File: src/ccec_pkg.sv
// Operation
// early ack at remote read start when enabled
// software keeps early ack off for legacy serializers
// compare echoed data against sent data
// mismatch turns remote ack into local nack
// software keeps data check off for legacy serializers
// enhanced checking terminates transaction on channel error
// force code selects kind of injected error
// one error injected per nonzero code write
// frame select picks one of first eight frames
// control register per port, chosen by port select
// control register resets to 0x20
// sequence error clear-on-read or live copy
// controller error flag only with enhanced checking
package ccec_pkg;

  // ==========================================================
  // register map
  localparam logic [7:0] CTL_OFFSET = 8'h46;
  localparam logic [7:0] STATUS_OFFSET = 8'h47;
  localparam logic [7:0] PORT_SEL_OFFSET = 8'h4c;
  localparam logic [7:0] CTL_RESET = 8'h20;
  localparam logic [7:0] PORT_SEL_RESET = 8'h00;

  // ==========================================================
  // control register fields
  localparam int CTL_EARLY_ACK_BIT = 7;
  localparam int CTL_DATA_CHECK_BIT = 6;
  localparam int CTL_ENH_CHECK_BIT = 5;
  localparam int CTL_FORCE_LSB = 3;
  localparam int CTL_FORCE_W = 2;
  localparam int CTL_FRAME_LSB = 0;
  localparam int CTL_FRAME_W = 3;

  // ==========================================================
  // status register fields
  localparam int STS_SEQ_ERR_BIT = 5;
  localparam int STS_CTRLR_ERR_BIT = 4;

  // ==========================================================
  // force error codes and frame window
  localparam logic [1:0] FORCE_NONE = 2'h0;
  localparam logic [1:0] FORCE_CRC_SEL = 2'h1;
  localparam logic [1:0] FORCE_CRC_NEXT = 2'h2;
  localparam logic [1:0] FORCE_DATA_SEL = 2'h3;
  localparam logic [3:0] FRAME_WINDOW = 4'h8;

  typedef enum logic [1:0] {
    INJ_IDLE,
    INJ_WAIT_SEL,
    INJ_WAIT_NORMAL
  } inject_state_e;

endpackage

File: src/ctrl_channel_error_ctl.sv
module ctrl_channel_error_ctl
  import ccec_pkg::*;
#(
  parameter int NPORTS = 4
)
(
  input wire logic clk,
  input wire logic arst_n,
  // local register port
  input wire logic [7:0] regAddr,
  input wire logic [7:0] regWrData,
  input wire logic regWrEn,
  input wire logic regRdEn,
  output logic [7:0] regRdData,
  output logic regRdValid,
  // per-port channel events
  input wire logic [NPORTS-1:0] remoteReadStart,
  input wire logic [NPORTS-1:0] respValid,
  input wire logic [NPORTS-1:0] respAck,
  input wire logic [NPORTS-1:0][7:0] echoData,
  input wire logic [NPORTS-1:0][7:0] sentData,
  input wire logic [NPORTS-1:0] awaitingResp,
  input wire logic [NPORTS-1:0] seqErrIn,
  input wire logic [NPORTS-1:0] crcErrIn,
  input wire logic [NPORTS-1:0] lockErrIn,
  input wire logic [NPORTS-1:0] portSeqErrSts,
  input wire logic [NPORTS-1:0] blockStart,
  input wire logic [NPORTS-1:0] ccFrame,
  input wire logic [NPORTS-1:0] normalFrame,
  // per-port results
  output logic [NPORTS-1:0] earlyAck,
  output logic [NPORTS-1:0] localAck,
  output logic [NPORTS-1:0] localNack,
  output logic [NPORTS-1:0] dataMismatch,
  output logic [NPORTS-1:0] terminateXfer,
  output logic [NPORTS-1:0] forceCrc,
  output logic [NPORTS-1:0] forceData,
  output logic [NPORTS-1:0] enhancedCheckEn
);

  localparam int PSW = (NPORTS > 1) ? $clog2(NPORTS) : 1;

  typedef struct packed {
    logic [NPORTS-1:0][7:0] ctl;
    logic [7:0] portSel;
    logic [NPORTS-1:0] seqErr;
    logic [NPORTS-1:0] ctrlrErr;
    logic [NPORTS-1:0] arm;
    logic [NPORTS-1:0] early;
    logic [NPORTS-1:0] ack;
    logic [NPORTS-1:0] nack;
    logic [NPORTS-1:0] mismatch;
    logic [NPORTS-1:0] term;
    logic [7:0] rdData;
    logic rdValid;
  } state_s;

  state_s stateReg;
  state_s stateNext;
  logic [PSW-1:0] selPort;
  logic selInRange;

  // ==========================================================
  // port selection
  // select copy
  assign selPort = stateReg.portSel[PSW-1:0];
  // a select past the last port reaches no copy and reads zero
  assign selInRange = ({24'h0, stateReg.portSel} < NPORTS);

  // ==========================================================
  // next state
  always_comb begin
    logic wrSel;
    logic rdStatus;
    logic chanErr;
    logic badEcho;
    logic [7:0] rd;
    wrSel = 1'b0;
    rdStatus = 1'b0;
    chanErr = 1'b0;
    badEcho = 1'b0;
    rd = 8'h00;
    stateNext = stateReg;
    stateNext.arm = '0;
    stateNext.rdValid = regRdEn;

    if (regWrEn && regAddr == PORT_SEL_OFFSET) begin
      stateNext.portSel = regWrData;
    end

    for (int p = 0; p < NPORTS; p++) begin
      wrSel = regWrEn && regAddr == CTL_OFFSET && selInRange && selPort == PSW'(p);
      rdStatus = regRdEn && regAddr == STATUS_OFFSET && selInRange && selPort == PSW'(p);
      chanErr = seqErrIn[p] || crcErrIn[p] || lockErrIn[p];

      // per-port write
      if (wrSel) begin
        stateNext.ctl[p] = regWrData;
        // arm on write
        stateNext.arm[p] = regWrData[CTL_FORCE_LSB +: CTL_FORCE_W] != FORCE_NONE;
      end

      // early ack
      stateNext.early[p] = stateReg.ctl[p][CTL_EARLY_ACK_BIT] && remoteReadStart[p];

      // echo compare
      badEcho = stateReg.ctl[p][CTL_DATA_CHECK_BIT] && echoData[p] != sentData[p];
      stateNext.mismatch[p] = respValid[p] && badEcho;
      // ack to nack
      stateNext.ack[p] = respValid[p] && respAck[p] && !badEcho;
      stateNext.nack[p] = respValid[p] && (!respAck[p] || badEcho);

      // terminate on error
      stateNext.term[p] = stateReg.ctl[p][CTL_ENH_CHECK_BIT] && awaitingResp[p] && chanErr;

      // clear on read, set wins
      if (rdStatus) begin
        stateNext.seqErr[p] = 1'b0;
        stateNext.ctrlrErr[p] = 1'b0;
      end
      if (stateReg.ctl[p][CTL_ENH_CHECK_BIT] && seqErrIn[p]) begin
        stateNext.seqErr[p] = 1'b1;
      end
      // controller error set
      if (stateReg.ctl[p][CTL_ENH_CHECK_BIT] && awaitingResp[p] && chanErr) begin
        stateNext.ctrlrErr[p] = 1'b1;
      end
    end

    // ========================================================
    // read mux
    if (regAddr == PORT_SEL_OFFSET) begin
      rd = stateReg.portSel;
    end else if (regAddr == CTL_OFFSET && selInRange) begin
      rd = stateReg.ctl[selPort];
    end else if (regAddr == STATUS_OFFSET && selInRange) begin
      // live copy when disabled
      if (stateReg.ctl[selPort][CTL_ENH_CHECK_BIT]) begin
        rd[STS_SEQ_ERR_BIT] = stateReg.seqErr[selPort];
      end else begin
        rd[STS_SEQ_ERR_BIT] = portSeqErrSts[selPort];
      end
      // gated report
      rd[STS_CTRLR_ERR_BIT] = stateReg.ctrlrErr[selPort]
        && stateReg.ctl[selPort][CTL_ENH_CHECK_BIT];
    end
    stateNext.rdData = regRdEn ? rd : stateReg.rdData;
  end

  // ==========================================================
  // state register
  always_ff @(posedge clk or negedge arst_n) begin
    if (!arst_n) begin
      // control reset value
      stateReg.ctl <= {NPORTS{CTL_RESET}};
      stateReg.portSel <= PORT_SEL_RESET;
      stateReg.seqErr <= '0;
      stateReg.ctrlrErr <= '0;
      stateReg.arm <= '0;
      stateReg.early <= '0;
      stateReg.ack <= '0;
      stateReg.nack <= '0;
      stateReg.mismatch <= '0;
      stateReg.term <= '0;
      stateReg.rdData <= 8'h00;
      stateReg.rdValid <= 1'b0;
    end else begin
      stateReg <= stateNext;
    end
  end

  // ==========================================================
  // per-port error injection
  for (genvar p = 0; p < NPORTS; p++) begin : gInject
    frame_error_injector injector (
      .clk(clk),
      .arst_n(arst_n),
      .arm(stateReg.arm[p]),
      .forceMode(stateReg.ctl[p][CTL_FORCE_LSB +: CTL_FORCE_W]),
      .frameSelect(stateReg.ctl[p][CTL_FRAME_LSB +: CTL_FRAME_W]),
      .blockStart(blockStart[p]),
      .ccFrame(ccFrame[p]),
      .normalFrame(normalFrame[p]),
      .forceCrc(forceCrc[p]),
      .forceData(forceData[p])
    );
    assign enhancedCheckEn[p] = stateReg.ctl[p][CTL_ENH_CHECK_BIT];
  end

  assign regRdData = stateReg.rdData;
  assign regRdValid = stateReg.rdValid;
  assign earlyAck = stateReg.early;
  assign localAck = stateReg.ack;
  assign localNack = stateReg.nack;
  assign dataMismatch = stateReg.mismatch;
  assign terminateXfer = stateReg.term;

endmodule // ctrl_channel_error_ctl

File: src/frame_error_injector.sv
module frame_error_injector
  import ccec_pkg::*;
(
  input wire logic clk,
  input wire logic arst_n,
  input wire logic arm,
  input wire logic [1:0] forceMode,
  input wire logic [2:0] frameSelect,
  input wire logic blockStart,
  input wire logic ccFrame,
  input wire logic normalFrame,
  output logic forceCrc,
  output logic forceData
);

  typedef struct packed {
    inject_state_e state;
    logic [3:0] frameIdx;
    logic [1:0] mode;
    logic [2:0] sel;
    logic crc;
    logic data;
  } state_s;

  state_s stateReg;
  state_s stateNext;
  logic [3:0] curIdx;

  // ==========================================================
  // sequencer
  always_comb begin
    stateNext = stateReg;
    stateNext.crc = 1'b0;
    stateNext.data = 1'b0;
    // a block start restarts numbering at the frame sent with it
    curIdx = blockStart ? 4'h0 : stateReg.frameIdx;
    if (ccFrame && curIdx < FRAME_WINDOW) begin
      stateNext.frameIdx = curIdx + 4'h1;
    end else begin
      stateNext.frameIdx = curIdx;
    end
    unique case (stateReg.state)
      INJ_IDLE: begin
      end
      // frame index match
      INJ_WAIT_SEL: begin
        if (ccFrame && curIdx == {1'b0, stateReg.sel}) begin
          // mode decode
          unique case (stateReg.mode)
            FORCE_CRC_SEL: begin
              stateNext.crc = 1'b1;
              stateNext.state = INJ_IDLE;
            end
            FORCE_DATA_SEL: begin
              stateNext.data = 1'b1;
              stateNext.state = INJ_IDLE;
            end
            FORCE_CRC_NEXT: begin
              stateNext.state = INJ_WAIT_NORMAL;
            end
            FORCE_NONE: begin
              stateNext.state = INJ_IDLE;
            end
          endcase
        end
      end
      INJ_WAIT_NORMAL: begin
        if (normalFrame) begin
          stateNext.crc = 1'b1;
          stateNext.state = INJ_IDLE;
        end
      end
      // the fourth state code is unused; fall back to idle
      default: begin
        stateNext.state = INJ_IDLE;
      end
    endcase
    // single shot per arm
    if (arm) begin
      stateNext.mode = forceMode;
      stateNext.sel = frameSelect;
      stateNext.state = (forceMode == FORCE_NONE) ? INJ_IDLE : INJ_WAIT_SEL;
    end
  end

  always_ff @(posedge clk or negedge arst_n) begin
    if (!arst_n) begin
      stateReg <= '{state: INJ_IDLE, frameIdx: 4'h0, mode: 2'h0, sel: 3'h0,
                    crc: 1'b0, data: 1'b0};
    end else begin
      stateReg <= stateNext;
    end
  end

  assign forceCrc = stateReg.crc;
  assign forceData = stateReg.data;

endmodule // frame_error_injector

File: config.mk
export PLATFORM = sky130hd
export DESIGN_NAME = ctrl_channel_error_ctl
export DESIGN_NICKNAME = d
export VERILOG_FILES = /design/src/ccec_pkg.sv /design/src/ctrl_channel_error_ctl.sv /design/src/frame_error_injector.sv
export SDC_FILE = /design/constraint.sdc
export NUM_CORES = 1
export LEC_CHECK = 0
export BUFFER_PORTS_ARGS = -buffer_cell sky130_fd_sc_hd__buf_4
export CAP_MARGIN = 15
export CORE_MARGIN = 5
export CORE_UTILIZATION = 26
export CTS_CLUSTER_SIZE = 25
export DETAILED_ROUTE_END_ITERATION = 10
export SLEW_MARGIN = 20
export SYNTH_ARGS = -nofsm -noshare
export SYNTH_HDL_FRONTEND = slang
export SYNTH_SLANG_ARGS = --single-unit
File: constraint.sdc
create_clock -name clk -period 4.6 [get_ports clk]
set_input_delay 0.92 -clock clk [delete_from_list [all_inputs] [get_ports clk]]
set_output_delay 0.92 -clock clk [all_outputs]
set_load 0.05 [all_outputs]
==> results.sh, run 1 <==
export IMPL_run_status="finished, final reports clean"
export IMPL_slew_limit_headroom_pct=34.7
export IMPL_final_routed_wire_length_divided_by_cell_count_um=15.9
export IMPL_clock_tree_from_tritoncts="built"
export IMPL_largest_net_degree_at_the_start_of_global_routing=115
export IMPL_startpoint_of_the_lowest_slack_hold_path="stateReg[35]"
export IMPL_timing_hold_worst_endpoint="stateReg[35]"
export IMPL_fin_util_pct=33.5
export IMPL_top_ports=169
export IMPL_path_class="in2reg"
export IMPL_timing_critical_path_from_type="input port"
export IMPL_timing_reg2reg_setup_slack_ns=2.10
export IMPL_detail_route_vias_per_cell=4.53
export IMPL_rsz_0062_raised_after_global_routing="no"
export IMPL_yosys_register_bits=133
export IMPL_power_report_internal_total_mw=2.18
export IMPL_cts_max_path_buffers=2
export IMPL_worst_ep_required_time_ns=4.89
export IMPL_firstDrtPassIters=4
export IMPL_gp_congestion=0.778
export IMPL_synth_async_reset_ratio_pct=100
export IMPL_cap_violations=0
export IMPL_number_of_global_route_vias_before_repair=5044
export IMPL_synth_cells=587
export IMPL_synth_cell_type_count=61
export IMPL_areaGrowthSynthToFinish_pct=28.0
export IMPL_seq_area_um2=3330
export IMPL_timing_final_crit_share_pct=57.9
export IMPL_hold_viol_final=0
export IMPL_final_layout_size_suffix_gt1_share_pct=38.2
export IMPL_synth_nets=731
export IMPL_cts_repair_timing_setup_buffer_count=0
export IMPL_critical_path_reg2reg_endpoint="stateReg[60]"
export IMPL_detailed_place_hpwl_um=13100
export IMPL_yosysSeqAreaShare_pct=49.3
export IMPL_floorplan_die_height_um=171
export IMPL_synth_cell_area_um2=6760
export IMPL_cts_resized_gates=0
export IMPL_multi_input_gate_area_in_the_final_layout_um2=2920
export IMPL_core_region_area_um2=25800
export IMPL_placementRows=59
export IMPL_ys_warnings_count=0
export IMPL_tightestPinTransition_ns=0.979
export IMPL_slowest_stage="sky130_fd_sc_hd__or4_1"
export IMPL_fill_cells=2624
export IMPL_detail_route_iter0_violations=306
export IMPL_vias=4830
export IMPL_numPortBuffers=168
export IMPL_floorplan_die_width_um=171
export IMPL_insertion_delay_ns=0.41
export IMPL_pwr_share_comb_pct=11.3
export IMPL_final_min_clock_period_ns=2.66
export IMPL_drc_violation_count_after_routing=0
export IMPL_sequential_cell_fraction_of_total_power_pct=43.1
export IMPL_grt_antenna_before_repair=1
export IMPL_worstPathCellList="buf_4, or4_1, nor4_4, and2b_1, and3b_1, mux2_2"
export IMPL_nNetsFinal=861
export IMPL_finish_cell_count_without_fillers=1066
export IMPL_report_final_slew_viol_count=0
export IMPL_detail_route_wirelength_um=17000
export IMPL_power_switching_fraction_pct=24.3
export IMPL_die_area_um2=29300
export IMPL_clock_tree_root_cell="sky130_fd_sc_hd__clkbuf_16"
export IMPL_synth_edf_count=0
export IMPL_numCtsBuffers=17
export IMPL_report_final_setup_viol=0
export IMPL_h_tree_depth=4
export IMPL_gr_total_overflow=0
export IMPL_max_vdd_ir_drop_uv=197
export IMPL_endpoint_kind="flop"
export IMPL_switchingPower_mw=0.699
export IMPL_placedCellCount=1033
export IMPL_timing_clock_skew_ns=0.00736
export IMPL_leakage_nw=4.06
export IMPL_dominantRegCellSynth="sky130_fd_sc_hd__dfrtp_1"
export IMPL_gr_usage_all_layers_pct=11.9
export IMPL_holdCritPathClass="reg2reg"
export IMPL_cp_buffers_inverters=1
export IMPL_power_frac_clock_pct=45.6
export IMPL_rr_startpoint="stateReg[43]"
export IMPL_hold_worst_slack_ns=0.470
export IMPL_cts_sinks=133
export IMPL_initial_core_util_pct=26.2
export IMPL_worstPathMaxFanout=9
export IMPL_reg2reg_depth=5
export IMPL_timing_hold_worst_path_depth=1
export IMPL_max_stage_delay_ns=0.57
export IMPL_clkSlewWorstSetupHoldPaths_ns=0.05
export IMPL_timing_fmax_mhz=375
export IMPL_detail_route_antenna_nets=0
export IMPL_grt_pass1_wl_um=27400
export IMPL_syn_avg_cell_area_um2=11.5
export IMPL_cp_data_arrival_time_ns=2.96
export IMPL_total_of_hold_buffers_inserted_after_clock_tree_synthesis=0
export IMPL_setup_tns_ns=0
export IMPL_cpLargestDelayFamily="simple AND/OR/NAND/NOR gates"
export IMPL_powerDensity_nw_per_um2=333
-- area by class of cell --
type                    instances  area share, %
flip-flops and latches        133           38.5
inverters                      34           1.47
repair buffers                169           14.7
multi-input cells             362           33.7
clock buffers                  20           5.16
well taps                     335           4.84
clock inverters                12           1.52
diodes                          1         0.0289
-- cells in the final DEF (no fill, tap or decap), types with 5 or more instances in the layout --
cell type / n
sky130_fd_sc_hd__nand4_1: 15
sky130_fd_sc_hd__ha_1: 16
sky130_fd_sc_hd__dfrtp_1: 129
sky130_fd_sc_hd__xnor2_1: 34
sky130_fd_sc_hd__mux4_2: 11
sky130_fd_sc_hd__nand3_1: 7
sky130_fd_sc_hd__mux2_2: 58
sky130_fd_sc_hd__a21oi_1: 19
sky130_fd_sc_hd__nor2b_1: 13
sky130_fd_sc_hd__nand2_1: 24
sky130_fd_sc_hd__o21ai_0: 19
sky130_fd_sc_hd__o31ai_1: 7
sky130_fd_sc_hd__and2_1: 7
sky130_fd_sc_hd__and3_1: 7
sky130_fd_sc_hd__o211ai_1: 6
sky130_fd_sc_hd__clkbuf_16: 17
sky130_fd_sc_hd__a22oi_1: 7
sky130_fd_sc_hd__nor2_1: 30
sky130_fd_sc_hd__inv_1: 34
sky130_fd_sc_hd__nand2b_1: 11
sky130_fd_sc_hd__buf_4: 168
sky130_fd_sc_hd__a21o_1: 5
-- flip-flops by register name (all words and copies together), names as in the netlist --
signal,flops
localAck,4
regRdValid,1
gInject.injector.stateReg,44
earlyAck,4
dataMismatch,4
localNack,4
gInject.injector.forceData,4
regRdData,8
stateReg,46
terminateXfer,4
enhancedCheckEn,4
gInject.injector.forceCrc,4
selPort,2
-- power groups by stage --
stage | logic, mW | clock network, mW | registers [mW]
after floorplan | 0.182 | 0 | 1.25
after global placement | 0.325 | 0 | 1.26
after detailed placement | 0.330 | 0 | 1.26
after CTS | 0.331 | 1.35 | 1.24
after global routing | 0.361 | 1.40 | 1.25
final | 0.326 | 1.31 | 1.24
-- cell usage after synthesis, types with 5 or more instances --
master                     instances  area, um2
sky130_fd_sc_hd__o211ai_1          6       45.0
sky130_fd_sc_hd__ha_1             16        200
sky130_fd_sc_hd__nor2_1           30        113
sky130_fd_sc_hd__a22oi_1           7       52.6
sky130_fd_sc_hd__and2_1            7       43.8
sky130_fd_sc_hd__mux2_2           58        653
sky130_fd_sc_hd__nand4_1          15       93.8
sky130_fd_sc_hd__nor2b_1          13       81.3
sky130_fd_sc_hd__and3_1            7       43.8
sky130_fd_sc_hd__xnor2_1          34        298
sky130_fd_sc_hd__dfrtp_1         129       3230
sky130_fd_sc_hd__o31ai_1           7       52.6
sky130_fd_sc_hd__nand2b_1         11       68.8
sky130_fd_sc_hd__clkbuf_1         13       48.8
sky130_fd_sc_hd__mux4_2           11        248
sky130_fd_sc_hd__o21ai_0          19       95.1
sky130_fd_sc_hd__a21o_1            5       37.5
sky130_fd_sc_hd__buf_4            42        315
sky130_fd_sc_hd__inv_1            34        128
sky130_fd_sc_hd__nand3_1           7       35.0
sky130_fd_sc_hd__a21oi_1          19       95.1
sky130_fd_sc_hd__nand2_1          24       90.1
-- through the flow --
step | instance area (um2) | worst slack, ns | power (mW)
final | 8650 | 1.94 | 2.88
after global routing | 8650 | 1.82 | 3.01
after CTS | 8650 | 1.95 | 2.92
after detailed placement | 8070 | 1.53 | 1.59
after global placement | 8070 | 1.57 | 1.59
after floorplan | 6760 | 1.94 | 1.43
-- cells by family after synthesis --
logic type	count (synthesis)	share of synthesized area, %
xor gates and xnor gates	36	4.66
and+or+nand+nor	140	11.7
DFF	133	49.3
AOI/OAI and AO/OA	99	10.2
muxes	71	13.6
adders and majority gates	16	2.96
buffers and inverters	92	7.55
-- routing by layer --
metal / vias up / wire (um) / global-route usage [%]
li1: 2316 / - / -
met1: 2387 / 7590 / 15.6
met2: 110 / 8180 / 19.0
met3: 17 / 913 / 3.65
met4: 0 / 280 / 3.44
met5: - / 0 / 0
-- worst max-delay path by stage --
stage | to | startpoint | cells after the start
after detailed placement | stateReg[60] | regAddr[3] | 6
after floorplan | stateReg[73] | regAddr[3] | 6
after global placement | stateReg[60] | regAddr[5] | 6
after CTS | stateReg[60] | regAddr[3] | 6
final | stateReg[60] | regAddr[3] | 6
after global routing | stateReg[80] | regAddr[3] | 6
Note: power is estimated with default switching activity, not from simulation.
==> run 2: changes to the inputs <==
Clock period 4.6 ns to 2.2 ns, I/O delays scaled along.
==> run 2 against run 1 <==
  * Clock skew up 0.0093 ns
  * Register-to-register slack got worse by 2.1 ns
  * Wire length up 2.1%
  * Non-clock buffer count grew 22
  * Worst hold slack got worse by 0.29 ns
  * Design area rose by 3.7%
  * Worst setup slack worse by 1.9 ns
  * First-iteration DRC count shrank 13%
  * Global-route usage grew 0.19 points
  * Largest power group unchanged
==> results.sh, run 2 (synthesis gave the netlist of run 1 again) <==
export IMPL_rr_startpoint="stateReg[47]"
export IMPL_pwr_share_comb_pct=11.2
export IMPL_timing_reg2reg_setup_slack_ns=0.02
export IMPL_largest_register_ff_count=46
export IMPL_leakage_nw=4.23
export IMPL_core_region_area_um2=25800
export IMPL_gp_congestion=0.793
export IMPL_mostFrequentLayoutCells="sky130_fd_sc_hd__buf_4, sky130_fd_sc_hd__dfrtp_1, sky130_fd_sc_hd__mux2_2, sky130_fd_sc_hd__inv_1, sky130_fd_sc_hd__xnor2_1"
export IMPL_switchingPower_mw=1.43
export IMPL_final_routed_wire_length_divided_by_cell_count_um=15.9
export IMPL_max_stage_delay_ns=0.50
export IMPL_numCtsBuffers=17
export IMPL_vias=4905
export IMPL_clock_tree_root_cell="sky130_fd_sc_hd__clkbuf_16"
export IMPL_startpoint_of_the_lowest_slack_hold_path="respAck[3]"
export IMPL_insertion_delay_ns=0.42
export IMPL_path_class="reg2reg"
export IMPL_worstPathMaxFanout=8
export IMPL_firstDrtPassIters=4
export IMPL_cts_sinks=133
export IMPL_report_final_setup_viol=0
export IMPL_floorplan_die_height_um=171
export IMPL_hold_viol_final=0
export IMPL_rsz_0062_raised_after_global_routing="yes"
export IMPL_nNetsFinal=883
export IMPL_detail_route_vias_per_cell=4.51
export IMPL_timing_final_crit_share_pct=99.2
export IMPL_slowest_stage="sky130_fd_sc_hd__or4_4"
export IMPL_drc_violation_count_after_routing=0
export IMPL_sequential_cell_fraction_of_total_power_pct=40.9
export IMPL_detail_route_iter0_violations=267
export IMPL_power_frac_clock_pct=47.8
export IMPL_cts_max_path_buffers=2
export IMPL_number_of_global_route_vias_before_repair=5081
export IMPL_reg2reg_depth=6
export IMPL_post_route_cell_area_um2=8980
export IMPL_timing_fmax_mhz=458
export IMPL_timing_critical_path_from_type="flop"
export IMPL_areaGrowthSynthToFinish_pct=32.7
export IMPL_detailed_place_hpwl_um=13500
export IMPL_slew_limit_headroom_pct=46.7
export IMPL_endpoint_kind="flop"
export IMPL_initial_core_util_pct=26.2
export IMPL_max_vdd_ir_drop_uv=450
export IMPL_timing_clock_skew_ns=0.0167
export IMPL_power_switching_fraction_pct=22.6
export IMPL_detail_route_antenna_nets=0
export IMPL_grt_pass1_wl_um=27700
export IMPL_powerDensity_nw_per_um2=705
export IMPL_gr_total_overflow=0
export IMPL_largest_register="stateReg"
export IMPL_critical_path_reg2reg_endpoint="stateReg[61]"
export IMPL_grt_antenna_before_repair=0
export IMPL_tightestPinTransition_ns=0.800
export IMPL_timing_hold_worst_endpoint="localNack[3]"
export IMPL_cap_violations=0
export IMPL_die_area_um2=29300
export IMPL_clkSlewWorstSetupHoldPaths_ns=0.06
export IMPL_floorplan_die_width_um=171
export IMPL_timing_hold_worst_path_depth=2
export IMPL_detail_route_wirelength_um=17300
export IMPL_final_common_cell="sky130_fd_sc_hd__buf_4"
export IMPL_largest_net_degree_at_the_start_of_global_routing=54
export IMPL_cp_data_arrival_time_ns=2.47
export IMPL_clock_tree_from_tritoncts="built"
export IMPL_gr_usage_all_layers_pct=12.1
export IMPL_top_ports=169
export IMPL_power_report_internal_total_mw=4.90
export IMPL_final_min_clock_period_ns=2.18
export IMPL_dpl_cell_area_um2=8260
export IMPL_cpLargestDelayFamily="simple AND/OR/NAND/NOR gates"
export IMPL_run_status="finished, final reports clean"
export IMPL_setup_tns_ns=0
export IMPL_cp_buffers_inverters=1
export IMPL_worstPathCellList="or4_4, nor4_4, and2b_2, and3b_2, buf_12, mux2_2"
export IMPL_fill_cells=2600
export IMPL_insertedDiodeCount=0
export IMPL_timing_critical_path_from="stateReg[47]"
export IMPL_report_final_slew_viol_count=0
export IMPL_final_layout_size_suffix_gt1_share_pct=40.6
export IMPL_numPortBuffers=168
export IMPL_worst_ep_required_time_ns=2.49
export IMPL_placementRows=59
export IMPL_h_tree_depth=4
export IMPL_holdCritPathClass="in2reg"
## run 2: cell count changes in the layout (fill, tap and decap cells not counted), moves of 2 or more
cell | previous run | this run
sky130_fd_sc_hd__buf_4 | 168 | 183
sky130_fd_sc_hd__buf_12 | 0 | 3
sky130_fd_sc_hd__clkbuf_8 | 2 | 4
sky130_fd_sc_hd__clkinv_4 | 3 | 0
sky130_fd_sc_hd__clkinvlp_4 | 4 | 2
sky130_fd_sc_hd__and3b_1 | 3 | 1
sky130_fd_sc_hd__mux2_2 | 58 | 48
sky130_fd_sc_hd__bufinv_16 | 2 | 4
sky130_fd_sc_hd__and3b_2 | 0 | 2
sky130_fd_sc_hd__buf_6 | 0 | 4
sky130_fd_sc_hd__mux2_4 | 0 | 10
## run 2: layer usage
| metal | routed length (um) | global-route usage, % |
|---|---|---|
| met3 | 942 | 3.36 |
| met5 | 0 | 0 |
| met2 | 8470 | 19.5 |
| met4 | 134 | 3.17 |
| met1 | 7770 | 16.1 |
## run 2: final cells by class
class | count | area, um2 | area share [%]
well taps | 335 | 419 | 4.67
multi-input cells | 362 | 2970 | 33.1
repair buffers | 191 | 1490 | 16.6
inverters | 34 | 128 | 1.42
clock buffers | 23 | 488 | 5.44
clock inverters | 9 | 150 | 1.67
flip-flops and latches | 133 | 3330 | 37.1
## run 2: power by group through the flow
stage / clock network [mW] / logic [mW] / registers, mW
final: 3.03 / 0.711 / 2.59
after global routing: 3.21 / 0.786 / 2.60
after CTS: 3.10 / 0.721 / 2.59
after detailed placement: 0 / 0.716 / 2.63
after global placement: 0 / 0.705 / 2.63
after floorplan: 0 / 0.380 / 2.61
## run 2: worst max path at each step
stage	end	depth (start not counted)
after floorplan	stateReg[73]	6
after global placement	stateReg[61]	7
after detailed placement	stateReg[58]	7
after CTS	stateReg[68]	6
after global routing	stateReg[58]	6
final	stateReg[61]	6
## run 2: worst reg2reg max path, delay by kind of cell, from the launching register on
kind | cells | cell delay (ns)
simple gates | 4 | 1.19
flops | 1 | 0.42
mux | 1 | 0.32
buf+inv | 1 | 0.13
## run 2: through the flow
| stage | hold slack, ns | setup WS (ns) | power, mW | cells | util [%] |
|---|---|---|---|---|---|
| 2_1_floorplan | 0.144 | 0.0170 | 2.99 | 587 | - |
| 3_3_place_gp | 0.447 | -0.137 | 3.34 | 1053 | 32.0 |
| 3_5_place_dp | 0.444 | -0.175 | 3.35 | 1053 | 32.0 |
| 4_1_cts | 0.168 | 0.00332 | 6.41 | 1087 | 34.5 |
| 5_1_grt | 0.174 | -0.0560 | 6.60 | 1087 | 34.7 |
| 6_report | 0.183 | 0.0174 | 6.33 | 1087 | 34.7 |
## run 2: timing repair
action	4_1_cts	5_1_grt
hold endpoints to repair	8	0
hold buffers	1	0
buffers inserted	1	0
cloned	0	0
pin swaps	0	1
resized for setup	2	16
endpoints found under the setup margin	17	23
